$ cat config.mk
export PLATFORM = sky130hd
export DESIGN_NAME = spm_mailbox_port
export DESIGN_NICKNAME = d
export VERILOG_FILES = /design/src/rtl/spm_pkg.sv /design/src/rtl/spm_mailbox_port.sv
export SDC_FILE = /design/constraint.sdc
export NUM_CORES = 1
export LEC_CHECK = 0
export BUFFER_PORTS_ARGS = -buffer_cell sky130_fd_sc_hd__buf_2
export CAP_MARGIN = 20
export CELL_PAD_IN_SITES_DETAIL_PLACEMENT = 1
export CELL_PAD_IN_SITES_GLOBAL_PLACEMENT = 2
export CORE_ASPECT_RATIO = 0.6
export CORE_MARGIN = 4
export CORE_UTILIZATION = 30
export DETAILED_ROUTE_END_ITERATION = 6
export PLACE_DENSITY_LB_ADDON = 0.25
export SYNTH_ARGS = -nofsm -noshare
export SYNTH_HDL_FRONTEND = slang
export SYNTH_SLANG_ARGS = --single-unit
$ cat constraint.sdc
create_clock -name clock -period 2 [get_ports clock]
set_input_delay 0.1 -clock clock [delete_from_list [all_inputs] [get_ports clock]]
set_output_delay 0.1 -clock clock [all_outputs]
set_load 0.005 [all_outputs]
$ cat src/rtl/spm_pkg.sv
package spm_pkg;

	// ----------------------------------------
	// slave-side register addresses
	// ----------------------------------------
	localparam logic [7:0] ADDR_MBX0     = 8'h20;
	localparam logic [7:0] ADDR_MBX1     = 8'h21;
	localparam logic [7:0] ADDR_MBX2     = 8'h22;
	localparam logic [7:0] ADDR_STATUS   = 8'h23;
	localparam logic [7:0] ADDR_CTRL     = 8'h24;
	localparam logic [7:0] ADDR_IRQ_STAT = 8'h25;
	localparam logic [7:0] ADDR_IRQ_MASK = 8'h26;
	localparam logic [7:0] ADDR_PP_DATA  = 8'h27;

	// ----------------------------------------
	// master-side register select codes
	// ----------------------------------------
	localparam logic [1:0] EXT_MBX0   = 2'h0;
	localparam logic [1:0] EXT_STATUS = 2'h3;

	// ----------------------------------------
	// field positions
	// ----------------------------------------
	localparam int CTRL_IGNORE_BOOT = 7;
	localparam int CTRL_BOOT_HI     = 6;
	localparam int CTRL_BOOT_LO     = 5;
	localparam int CTRL_MODE_LSB    = 2;
	localparam int CTRL_PRIO_LSB    = 0;
	localparam int STAT_IN_LSB      = 0;
	localparam int STAT_OUT_LSB     = 4;
	localparam int IRQ_INBOUND      = 0;
	localparam int IRQ_MST_WRITE    = 1;
	localparam int IRQ_MST_READ     = 2;

	// ----------------------------------------
	// codes and reset values
	// ----------------------------------------
	localparam logic [1:0] MODE_PP_IN    = 2'h0;
	localparam logic [1:0] MODE_PP_OUT   = 2'h1;
	localparam logic [1:0] MODE_SLAVE    = 2'h2;
	localparam logic [1:0] MODE_AUX      = 2'h3;
	localparam logic [1:0] PRIO_OFF      = 2'h0;
	localparam logic [1:0] BOOT_COLD     = 2'h1;
	localparam logic [1:0] BOOT_SAMPLE   = 2'h2;
	localparam logic [1:0] BOOT_DONE     = 2'h3;
	localparam logic [2:0] IRQ_MASK_RST  = 3'h0;

	// ----------------------------------------
	// carriers
	// ----------------------------------------
	typedef struct packed {
		logic [7:0] data;
		logic [1:0] sel;
		logic       selN;
		logic       rdN;
		logic       wrN;
		logic [1:0] boot;
	} spm_pins_t;

	typedef struct packed {
		spm_pins_t       sync1;
		spm_pins_t       sync2;
		logic            mWrActive;
		logic [7:0]      mWrData;
		logic [1:0]      mWrSel;
		logic            mRdActive;
		logic [1:0]      mRdSel;
		logic [2:0][7:0] inReg;
		logic [2:0][7:0] outReg;
		logic [2:0]      inFull;
		logic [2:0]      outFull;
		logic            attnN;
		logic            ignoreBoot;
		logic [1:0]      mode;
		logic [1:0]      prio;
		logic [1:0]      bootCnt;
		logic            coldBoot;
		logic [7:0]      ppData;
		logic [2:0]      irqStat;
		logic [2:0]      irqMask;
		logic            irq;
		logic [7:0]      rdData;
		logic [7:0]      pdOut;
		logic            pdOe;
	} spm_state_t;

endpackage

$ cat src/rtl/spm_mailbox_port.sv
`timescale 1ns/1ps
`default_nettype none

module spm_mailbox_port
	import spm_pkg::*;
(
	// clock and reset
	input  wire logic       clock,
	input  wire logic       rstn,
	// slave register port
	input  wire logic [7:0] regAddr,
	input  wire logic [7:0] regWrData,
	input  wire logic       regWr,
	input  wire logic       regRd,
	output logic      [7:0] regRdData,
	// master-facing pins
	input  wire logic [7:0] portDataIn,
	output logic      [7:0] portDataOut,
	output logic            portDataOe,
	input  wire logic       regSelectHi,
	input  wire logic       regSelectLo,
	input  wire logic       portSelectN,
	input  wire logic       portReadStrobeN,
	input  wire logic       portWriteStrobeN,
	output logic            attentionOutN,
	// boot mode pins
	input  wire logic       bootModePinHi,
	input  wire logic       bootModePinLo,
	// interrupt and status
	output logic            slaveIrq,
	output logic      [1:0] irqPriority,
	output logic            coldBootActive
);

	// ----------------------------------------
	// state
	// ----------------------------------------
	spm_state_t st_ff;
	spm_state_t nxt_st;
	spm_pins_t  pinsRaw;

	logic       slaveMode;
	logic       mWrLow;
	logic       mRdLow;
	logic       mWrEnd;
	logic       mRdEnd;
	logic [7:0] statusByte;
	logic [7:0] mstRdVal;
	logic       sWr;
	logic       sRd;

	assign pinsRaw = '{data: portDataIn, sel: {regSelectHi, regSelectLo}, selN: portSelectN,
		rdN: portReadStrobeN, wrN: portWriteStrobeN, boot: {bootModePinHi, bootModePinLo}};

	// ----------------------------------------
	// decoded master activity
	// ----------------------------------------
	assign slaveMode  = (st_ff.mode == MODE_SLAVE);
	assign mWrLow     = slaveMode && !st_ff.sync2.selN && !st_ff.sync2.wrN;
	assign mRdLow     = slaveMode && !st_ff.sync2.selN && !st_ff.sync2.rdN;
	assign mWrEnd     = st_ff.mWrActive && !mWrLow;
	assign mRdEnd     = st_ff.mRdActive && !mRdLow;
	assign statusByte = {1'b0, st_ff.outFull, 1'b0, st_ff.inFull};
	assign sWr        = regWr;
	assign sRd        = regRd;

	always_comb begin
		mstRdVal = statusByte;
		if (st_ff.sync2.sel != EXT_STATUS) begin
			mstRdVal = st_ff.outReg[st_ff.sync2.sel];
		end
	end

	// ----------------------------------------
	// next state
	// ----------------------------------------
	always_comb begin
		nxt_st = st_ff;
		nxt_st.sync1 = pinsRaw;
		nxt_st.sync2 = st_ff.sync1;

		// master write and read paths
		nxt_st.mWrActive = mWrLow;
		if (mWrLow) begin
			nxt_st.mWrData = st_ff.sync2.data;
			nxt_st.mWrSel  = st_ff.sync2.sel;
		end
		nxt_st.mRdActive = mRdLow;
		if (mRdLow) begin
			nxt_st.mRdSel = st_ff.sync2.sel;
		end

		// pin drive
		nxt_st.pdOe  = mRdLow || (st_ff.mode == MODE_PP_OUT);
		nxt_st.pdOut = mRdLow ? mstRdVal : st_ff.ppData;

		// slave reads: read data and full clears
		nxt_st.rdData = 8'h00;
		if (sRd) begin
			case (regAddr)
				ADDR_MBX0, ADDR_MBX1, ADDR_MBX2: begin
					nxt_st.rdData = st_ff.inReg[regAddr[1:0]];
					nxt_st.inFull[regAddr[1:0]] = 1'b0;
				end
				ADDR_STATUS:   nxt_st.rdData = statusByte;
				ADDR_CTRL:     nxt_st.rdData = {1'b0, st_ff.sync2.boot, 5'h00};
				ADDR_IRQ_STAT: nxt_st.rdData = {5'h00, st_ff.irqStat};
				ADDR_IRQ_MASK: nxt_st.rdData = {5'h00, st_ff.irqMask};
				ADDR_PP_DATA:  nxt_st.rdData = st_ff.sync2.data;
				default:       nxt_st.rdData = 8'h00;
			endcase
		end

		// master read end empties the outbound register
		if (mRdEnd) begin
			if (st_ff.mRdSel != EXT_STATUS) begin
				nxt_st.outFull[st_ff.mRdSel] = 1'b0;
			end
			nxt_st.irqStat[IRQ_MST_READ] = 1'b1;
		end

		// slave writes
		if (sWr) begin
			case (regAddr)
				ADDR_MBX0, ADDR_MBX1, ADDR_MBX2: begin
					nxt_st.outReg[regAddr[1:0]]  = regWrData;
					nxt_st.outFull[regAddr[1:0]] = 1'b1;
				end
				ADDR_STATUS: nxt_st.irqStat[IRQ_INBOUND] = 1'b0;
				ADDR_CTRL: begin
					nxt_st.ignoreBoot = regWrData[CTRL_IGNORE_BOOT];
					nxt_st.mode = regWrData[CTRL_MODE_LSB +: 2];
					nxt_st.prio = regWrData[CTRL_PRIO_LSB +: 2];
					if (regWrData[CTRL_IGNORE_BOOT]) begin
						nxt_st.coldBoot = 1'b0;
					end
				end
				ADDR_IRQ_STAT: nxt_st.irqStat = nxt_st.irqStat & ~regWrData[2:0];
				ADDR_IRQ_MASK: nxt_st.irqMask = regWrData[2:0];
				ADDR_PP_DATA:  nxt_st.ppData = regWrData;
				default: begin
				end
			endcase
		end

		// master write commits when strobe or select rises; sets win over clears
		if (mWrEnd) begin
			if (st_ff.mWrSel == EXT_STATUS) begin
				nxt_st.attnN = 1'b1;
			end else begin
				nxt_st.inReg[st_ff.mWrSel]  = st_ff.mWrData;
				nxt_st.inFull[st_ff.mWrSel] = 1'b1;
				if (st_ff.mWrSel == EXT_MBX0) begin
					nxt_st.irqStat[IRQ_INBOUND] = 1'b1;
				end else begin
					nxt_st.irqStat[IRQ_MST_WRITE] = 1'b1;
				end
			end
		end
		if (mRdEnd) begin
			nxt_st.irqStat[IRQ_MST_READ] = 1'b1;
		end
		if (sWr && regAddr == ADDR_MBX0) begin
			nxt_st.attnN = 1'b0;
		end

		// boot-mode sampling after reset release
		if (st_ff.bootCnt != BOOT_DONE) begin
			nxt_st.bootCnt = st_ff.bootCnt + 2'h1;
		end
		if (st_ff.bootCnt == BOOT_SAMPLE && !st_ff.ignoreBoot &&
			st_ff.sync2.boot == BOOT_COLD) begin
			nxt_st.mode     = MODE_SLAVE;
			nxt_st.coldBoot = 1'b1;
		end

		nxt_st.irq = |(nxt_st.irqStat & nxt_st.irqMask) && (nxt_st.prio != PRIO_OFF);
	end

	// ----------------------------------------
	// registers
	// ----------------------------------------
	always_ff @(posedge clock or negedge rstn) begin
		if (!rstn) begin
			st_ff         <= '0;
			st_ff.attnN   <= 1'b1;
			st_ff.mode    <= MODE_PP_IN;
			st_ff.prio    <= PRIO_OFF;
			st_ff.irqMask <= IRQ_MASK_RST;
			st_ff.sync1   <= '1;
			st_ff.sync2   <= '1;
		end else begin
			st_ff <= nxt_st;
		end
	end

	assign regRdData      = st_ff.rdData;
	assign portDataOut    = st_ff.pdOut;
	assign portDataOe     = st_ff.pdOe;
	assign attentionOutN  = st_ff.attnN;
	assign slaveIrq       = st_ff.irq;
	assign irqPriority    = st_ff.prio;
	assign coldBootActive = st_ff.coldBoot;

	logic slvMbx0Wr;
	logic mstStatWr;
	logic mstMbx0Wr;
	assign slvMbx0Wr = sWr && regAddr == ADDR_MBX0;
	assign mstStatWr = mWrEnd && st_ff.mWrSel == EXT_STATUS;
	assign mstMbx0Wr = mWrEnd && st_ff.mWrSel == EXT_MBX0;

	// ----------------------------------------
	// per-mailbox flag checks
	// ----------------------------------------
	for (genvar g = 0; g < 3; g++) begin : gen_mbx_chk
		localparam logic [7:0] MBX_ADDR = ADDR_MBX0 + 8'(g);

	end
endmodule // spm_mailbox_port

`default_nettype wire

# --- Word level (Yosys, flattened, before mapping) ---
# Index checks and enable logic that the tools add are counted.
op_classes:
  order_cmp: 7
  reduce_logical: 35
  eq_ne: 16
  bitwise_logic: 10
  muxes: 48
  add_sub_neg: 1
ops:
  columns: ["cell", "n"]
  rows:
  - ["8-bit by 6-bit equality test with 1-bit output, second input constant", 8]
  - ["8-bit 2-to-1 mux", 8]
  - ["24-bit bitwise mux", 2]
  - ["8-bit one-hot mux with 6 select lines", 1]
  - ["8-bit binary-select mux with 2-bit select", 2]
  - ["8-bit demux with 2-bit select", 2]
  - ["3-bit 2-to-1 mux", 9]
  - ["15-bit 2-to-1 mux", 1]
  - ["1-bit 2-to-1 mux", 13]
  - ["3-bit AND", 4]
  - ["1-bit logical AND", 12]
  - ["2-bit by 3-bit < comparator with 1-bit output, second input constant", 4]
  - ["2-bit AND reduction", 6]
  - ["2-bit nonzero test", 6]
  - ["3-bit NOT", 3]
  - ["2-bit 2-to-1 mux", 4]
  - ["4-bit 2-to-1 mux", 2]
  - ["1-bit demux with 2-bit select", 3]
  - ["2-bit equality test, second input constant", 3]
  - ["2-bit by 1-bit greater-or-equal comparator with 1-bit output, second input constant", 3]
  - ["1-bit logical NOT", 6]
  - ["2-bit inequality test, second input constant", 3]
  - ["3-bit OR", 2]
  - ["3-bit OR reduction", 2]
  - ["7 further kinds", 8]
totals:
  word_cells: 155
  out_inout_bits: 22
  register_bits: 139
  in_bits: 35

# --- Depth between registers and ports, before layout ---
logic_depth:
  ltp_word: 15
  ltp_mapped: 7
  mapped_depth_nobuf: 5

# --- Worst setup path after synthesis ---
# No wires, ideal clock.
synth_path:
  path_type: "reg2reg"
  from: "register st_ff[37] (netlist name)"
  to: "register st_ff, in the netlist slaveIrq"
  arrival_time_ns: 1.674
  path_slack_ns: 0.202
  path_buffers: 1
  setup_time_ns: 0.124
  period_less_slack_ns: 1.798
  stages_incl_launch_ff: 7
  required_ns: 1.876
  path_cell_list: "dfrtp_1 > or4b_1 > buf_2 > a21oi_1 > a41oi_2 > and2_0 > o31a_1"
synth_rtl:
  columns: ["item", "line_no", "source"]
  rows:
  - ["start, declared", "spm_mailbox_port.sv:38", "spm_state_t st_ff;"]
  - ["start signal, assigned", "spm_mailbox_port.sv:193", "st_ff <= nxt_st;"]

==> impl_metrics.tcl <==
set metrics [dict create \
    status "finished, final reports clean" \
    synth.avg_cell_area_um2 13.5 \
    hold_violations 0 \
    synth_area_um2 5680 \
    io_buffer_count 56 \
    cts_tree "yes" \
    power_leakage_uw 0.00336 \
    p_switching_uw 1690 \
    hold_start "regWrData[7]" \
    pin_count 57 \
    synthFlopType "dfrtp_1" \
    wire_per_inst_um 18.8 \
    die_y_um 115 \
    setup_viol 0 \
    final_util_pct 38.7 \
    async_flop_share_pct 100 \
    die_w_um 186 \
    post-place-ws_ps 72.4 \
    reg2reg_from "st_ff[37]" \
    cp-start-kind "flop" \
    clock_path_buffers 2 \
    drc_errors 0 \
    required_ps 2290 \
    crit_family "simple AND/OR/NAND/NOR gates" \
    cp_slowest_stage_delay_ps 590 \
    root_buffer "clkbuf_16" \
    h-tree-depth 4 \
    initial_utilization_pct 31.0 \
    clkTransAtPathRegs_ps 60 \
    peakVddDrop_uv 552 \
    timing.final.ws_setup_ps 105 \
    path_buf_inv 0 \
    yosysSeqAreaShare_pct 61.9 \
    power_frac_seq_pct 46.6 \
    min_period_ps 1900 \
    multi_input_area_um2 1930 \
    fin_nets 540 \
    dr.first_iter.drc_count 125 \
    cp-end-kind "flop" \
    startpoint "st_ff[37]" \
    wl_um 14200 \
    coreArea_um2 18300 \
    synthTopCellsByArea "dfrtp_1 48%, dfstp_2 14%, mux2_2 9.9%" \
    rsz0062_at_grt "no" \
    syn_to_final_growth_pct 24.6 \
    ys_warn_count 0 \
    fillers 1909 \
    vias_per_cell 4.70 \
    yosysTopAreaCellShare_pct 47.6 \
    grt_remaining_overflow 0 \
    grt_antenna_before_repair 0 \
    path_cells "or4b_4, a21oi_1, a41oi_2, and2_0, o31a_1" \
    ys_ff_latch 139 \
    synthDistinctLibCells 45 \
    syn_nets 457 \
    row_count 38 \
    ant_nets 0 \
    drv_cap 0 \
    setup-tns-final_ps 0 \
    postSynthCellCount 420 \
    synth_most_common_cell "dfrtp_1" \
    period_share_pct 94.8 \
    num_vias 3554 \
    pwr-share-clk_pct 43.8 \
    clkSinkCount 139 \
    dieArea_um2 21300 \
    clk-insertion-delay-late_ps 410 \
    hp-class "primary input to flop" \
    critical_path_class "flop to flop" \
    grt_pass1_vias 3970 \
    dp.final_hpwl_um 10200 \
    drive_above_1_share_pct 39.7 \
    synth_edf_count 0 \
    cp_slowest_cell "or4b_4" \
    grt_first_pass_wirelength_um 22700 \
    crit_arrival_ps 2180 \
    numCtsBuffers 17 \
    cts_setup_buffers 0 \
    intPower_uw 5640 \
    yosys-top-cells-count "108 x dfrtp_1, 50 x mux2_2, 46 x nand2_1, 31 x dfstp_2, 21 x mux2_1" \
    slew_violations 0 \
    place_congestion 0.785 \
    yosysTopAreaCell "dfrtp_1" \
    grt_max_degree 58 \
    netSwitchingFraction_pct 23.0 \
    register_area_um2 3520 \
    timing.fmax_ghz 0.528 \
    p_comb_share_pct 9.6 \
    track_usage_pct 14.2 \
    worstMarginPinSlew_ps 572 \
    dr.pass1.iters 4 \
    relSlewSlack_pct 61.3 \
    skew_ps 10.5 \
    antennaDiodeCount 0 \
    cp_max_fo 4 \
    powerDensity_nw_per_um2 1040 \
]
[timing repair]
action | CTS | global route
hold buffers | 20 | 0
resized for setup | 0 | 1
endpoints found under the setup margin | 0 | 1
hold endpoints to repair | 79 | 0
[final cells by class]
class | count | area share, %
flip-flops and latches | 139 | 49.7
inverters | 6 | 0.318
clock inverters | 8 | 1.66
clock buffers | 24 | 6.81
multi-input cells | 239 | 27.3
repair buffers | 100 | 9.95
well taps | 240 | 4.24
[per-stage QoR]
stage	hold WS, ps	instances	total power [µW]	instance area (µm²)
finish	23.8	756	7330	7080
global route	29.9	756	7680	7080
CTS	14.2	756	7440	7070
detailed placement	117	704	4150	6270
global placement	111	704	4100	6270
floorplan	-196	420	3830	5680
[kinds of logic (layout without fill, tap and decap cells)]
| logic type | count (synthesis) | count (layout) | share of synthesized area [%] |
|---|---|---|---|
| multiplexers | 91 | 91 | 19.6 |
| XOR/XNOR | 2 | 2 | 0.308 |
| AND/OR/NAND/NOR | 104 | 104 | 9.05 |
| flip-flops | 139 | 139 | 61.9 |
| buffers and inverters | 42 | 138 | 4.14 |
| AO/OA/AOI/OAI | 40 | 40 | 4.58 |
| adder cells (fa/ha/maj) | 2 | 2 | 0.440 |
[power groups by stage]
stage / Sequential (µW) / Combinational [µW] / Clock, µW
6_report: 3410 / 707 / 3210
5_1_grt: 3460 / 789 / 3440
4_1_cts: 3410 / 721 / 3310
3_5_place_dp: 3460 / 685 / 0
3_3_place_gp: 3440 / 661 / 0
2_1_floorplan: 3360 / 474 / 0
[registers in the layout (all words and copies together), names as in the netlist]
| signal | count |
|---|---|
| attentionOutN | 1 |
| regRdData | 8 |
| portDataOut | 8 |
| coldBootActive | 1 |
| portDataOe | 1 |
| st_ff | 102 |
| irqPriority | 2 |
| nxt_st | 15 |
| slaveIrq | 1 |
[layout by cell type, fill, tap and decap left out, types with 2 or more instances in the layout]
cell type	n
a21o_1	3
a21oi_1	10
a22oi_1	3
a31oi_1	4
and2_1	2
and3_1	3
and3b_1	2
buf_12	3
buf_2	55
buf_4	21
bufinv_16	3
clkbuf_1	4
clkbuf_16	17
clkbuf_8	3
clkinv_2	4
dfrtp_1	108
dfstp_2	31
dlygate4sd3_1	20
ha_1	2
inv_1	5
mux2_1	21
mux2_2	50
mux2i_1	11
mux4_2	9
nand2_1	46
nand2_2	2
nand2b_1	3
nand3_1	4
nand4_1	8
nor2_1	20
nor2b_1	5
nor3b_2	2
o21ai_0	10
o22a_1	2
o31ai_1	2
xnor2_1	2
[per-layer routing]
metal  part of all wire, %  track usage, %  up-vias  wire, µm
met3                   3.5            3.49       12       493
met1                    53            21.3     1860      7610
li1                      -               -     1622         -
met5                     0               0        -         0
met4                  0.91            3.59        0       129
met2                    42            20.7       60      6000
[worst reg2reg max path, delay by kind of cell (launching register included)]
kind / cells / cell delay [ps]
compound gates: 3 / 570
simple gates: 2 / 790
flops: 1 / 420
[worst paths after layout]
path,to,slack (ps),cells past startpoint
max,slaveIrq,100,5
min,st_ff[31],20,2
max reg2reg,slaveIrq,100,5
min reg2reg,st_ff[117],360,0
max in group asynchronous,nxt_st[113],1080,3
min in group asynchronous,st_ff[28],230,2
(Power assumes the default switching activity.)
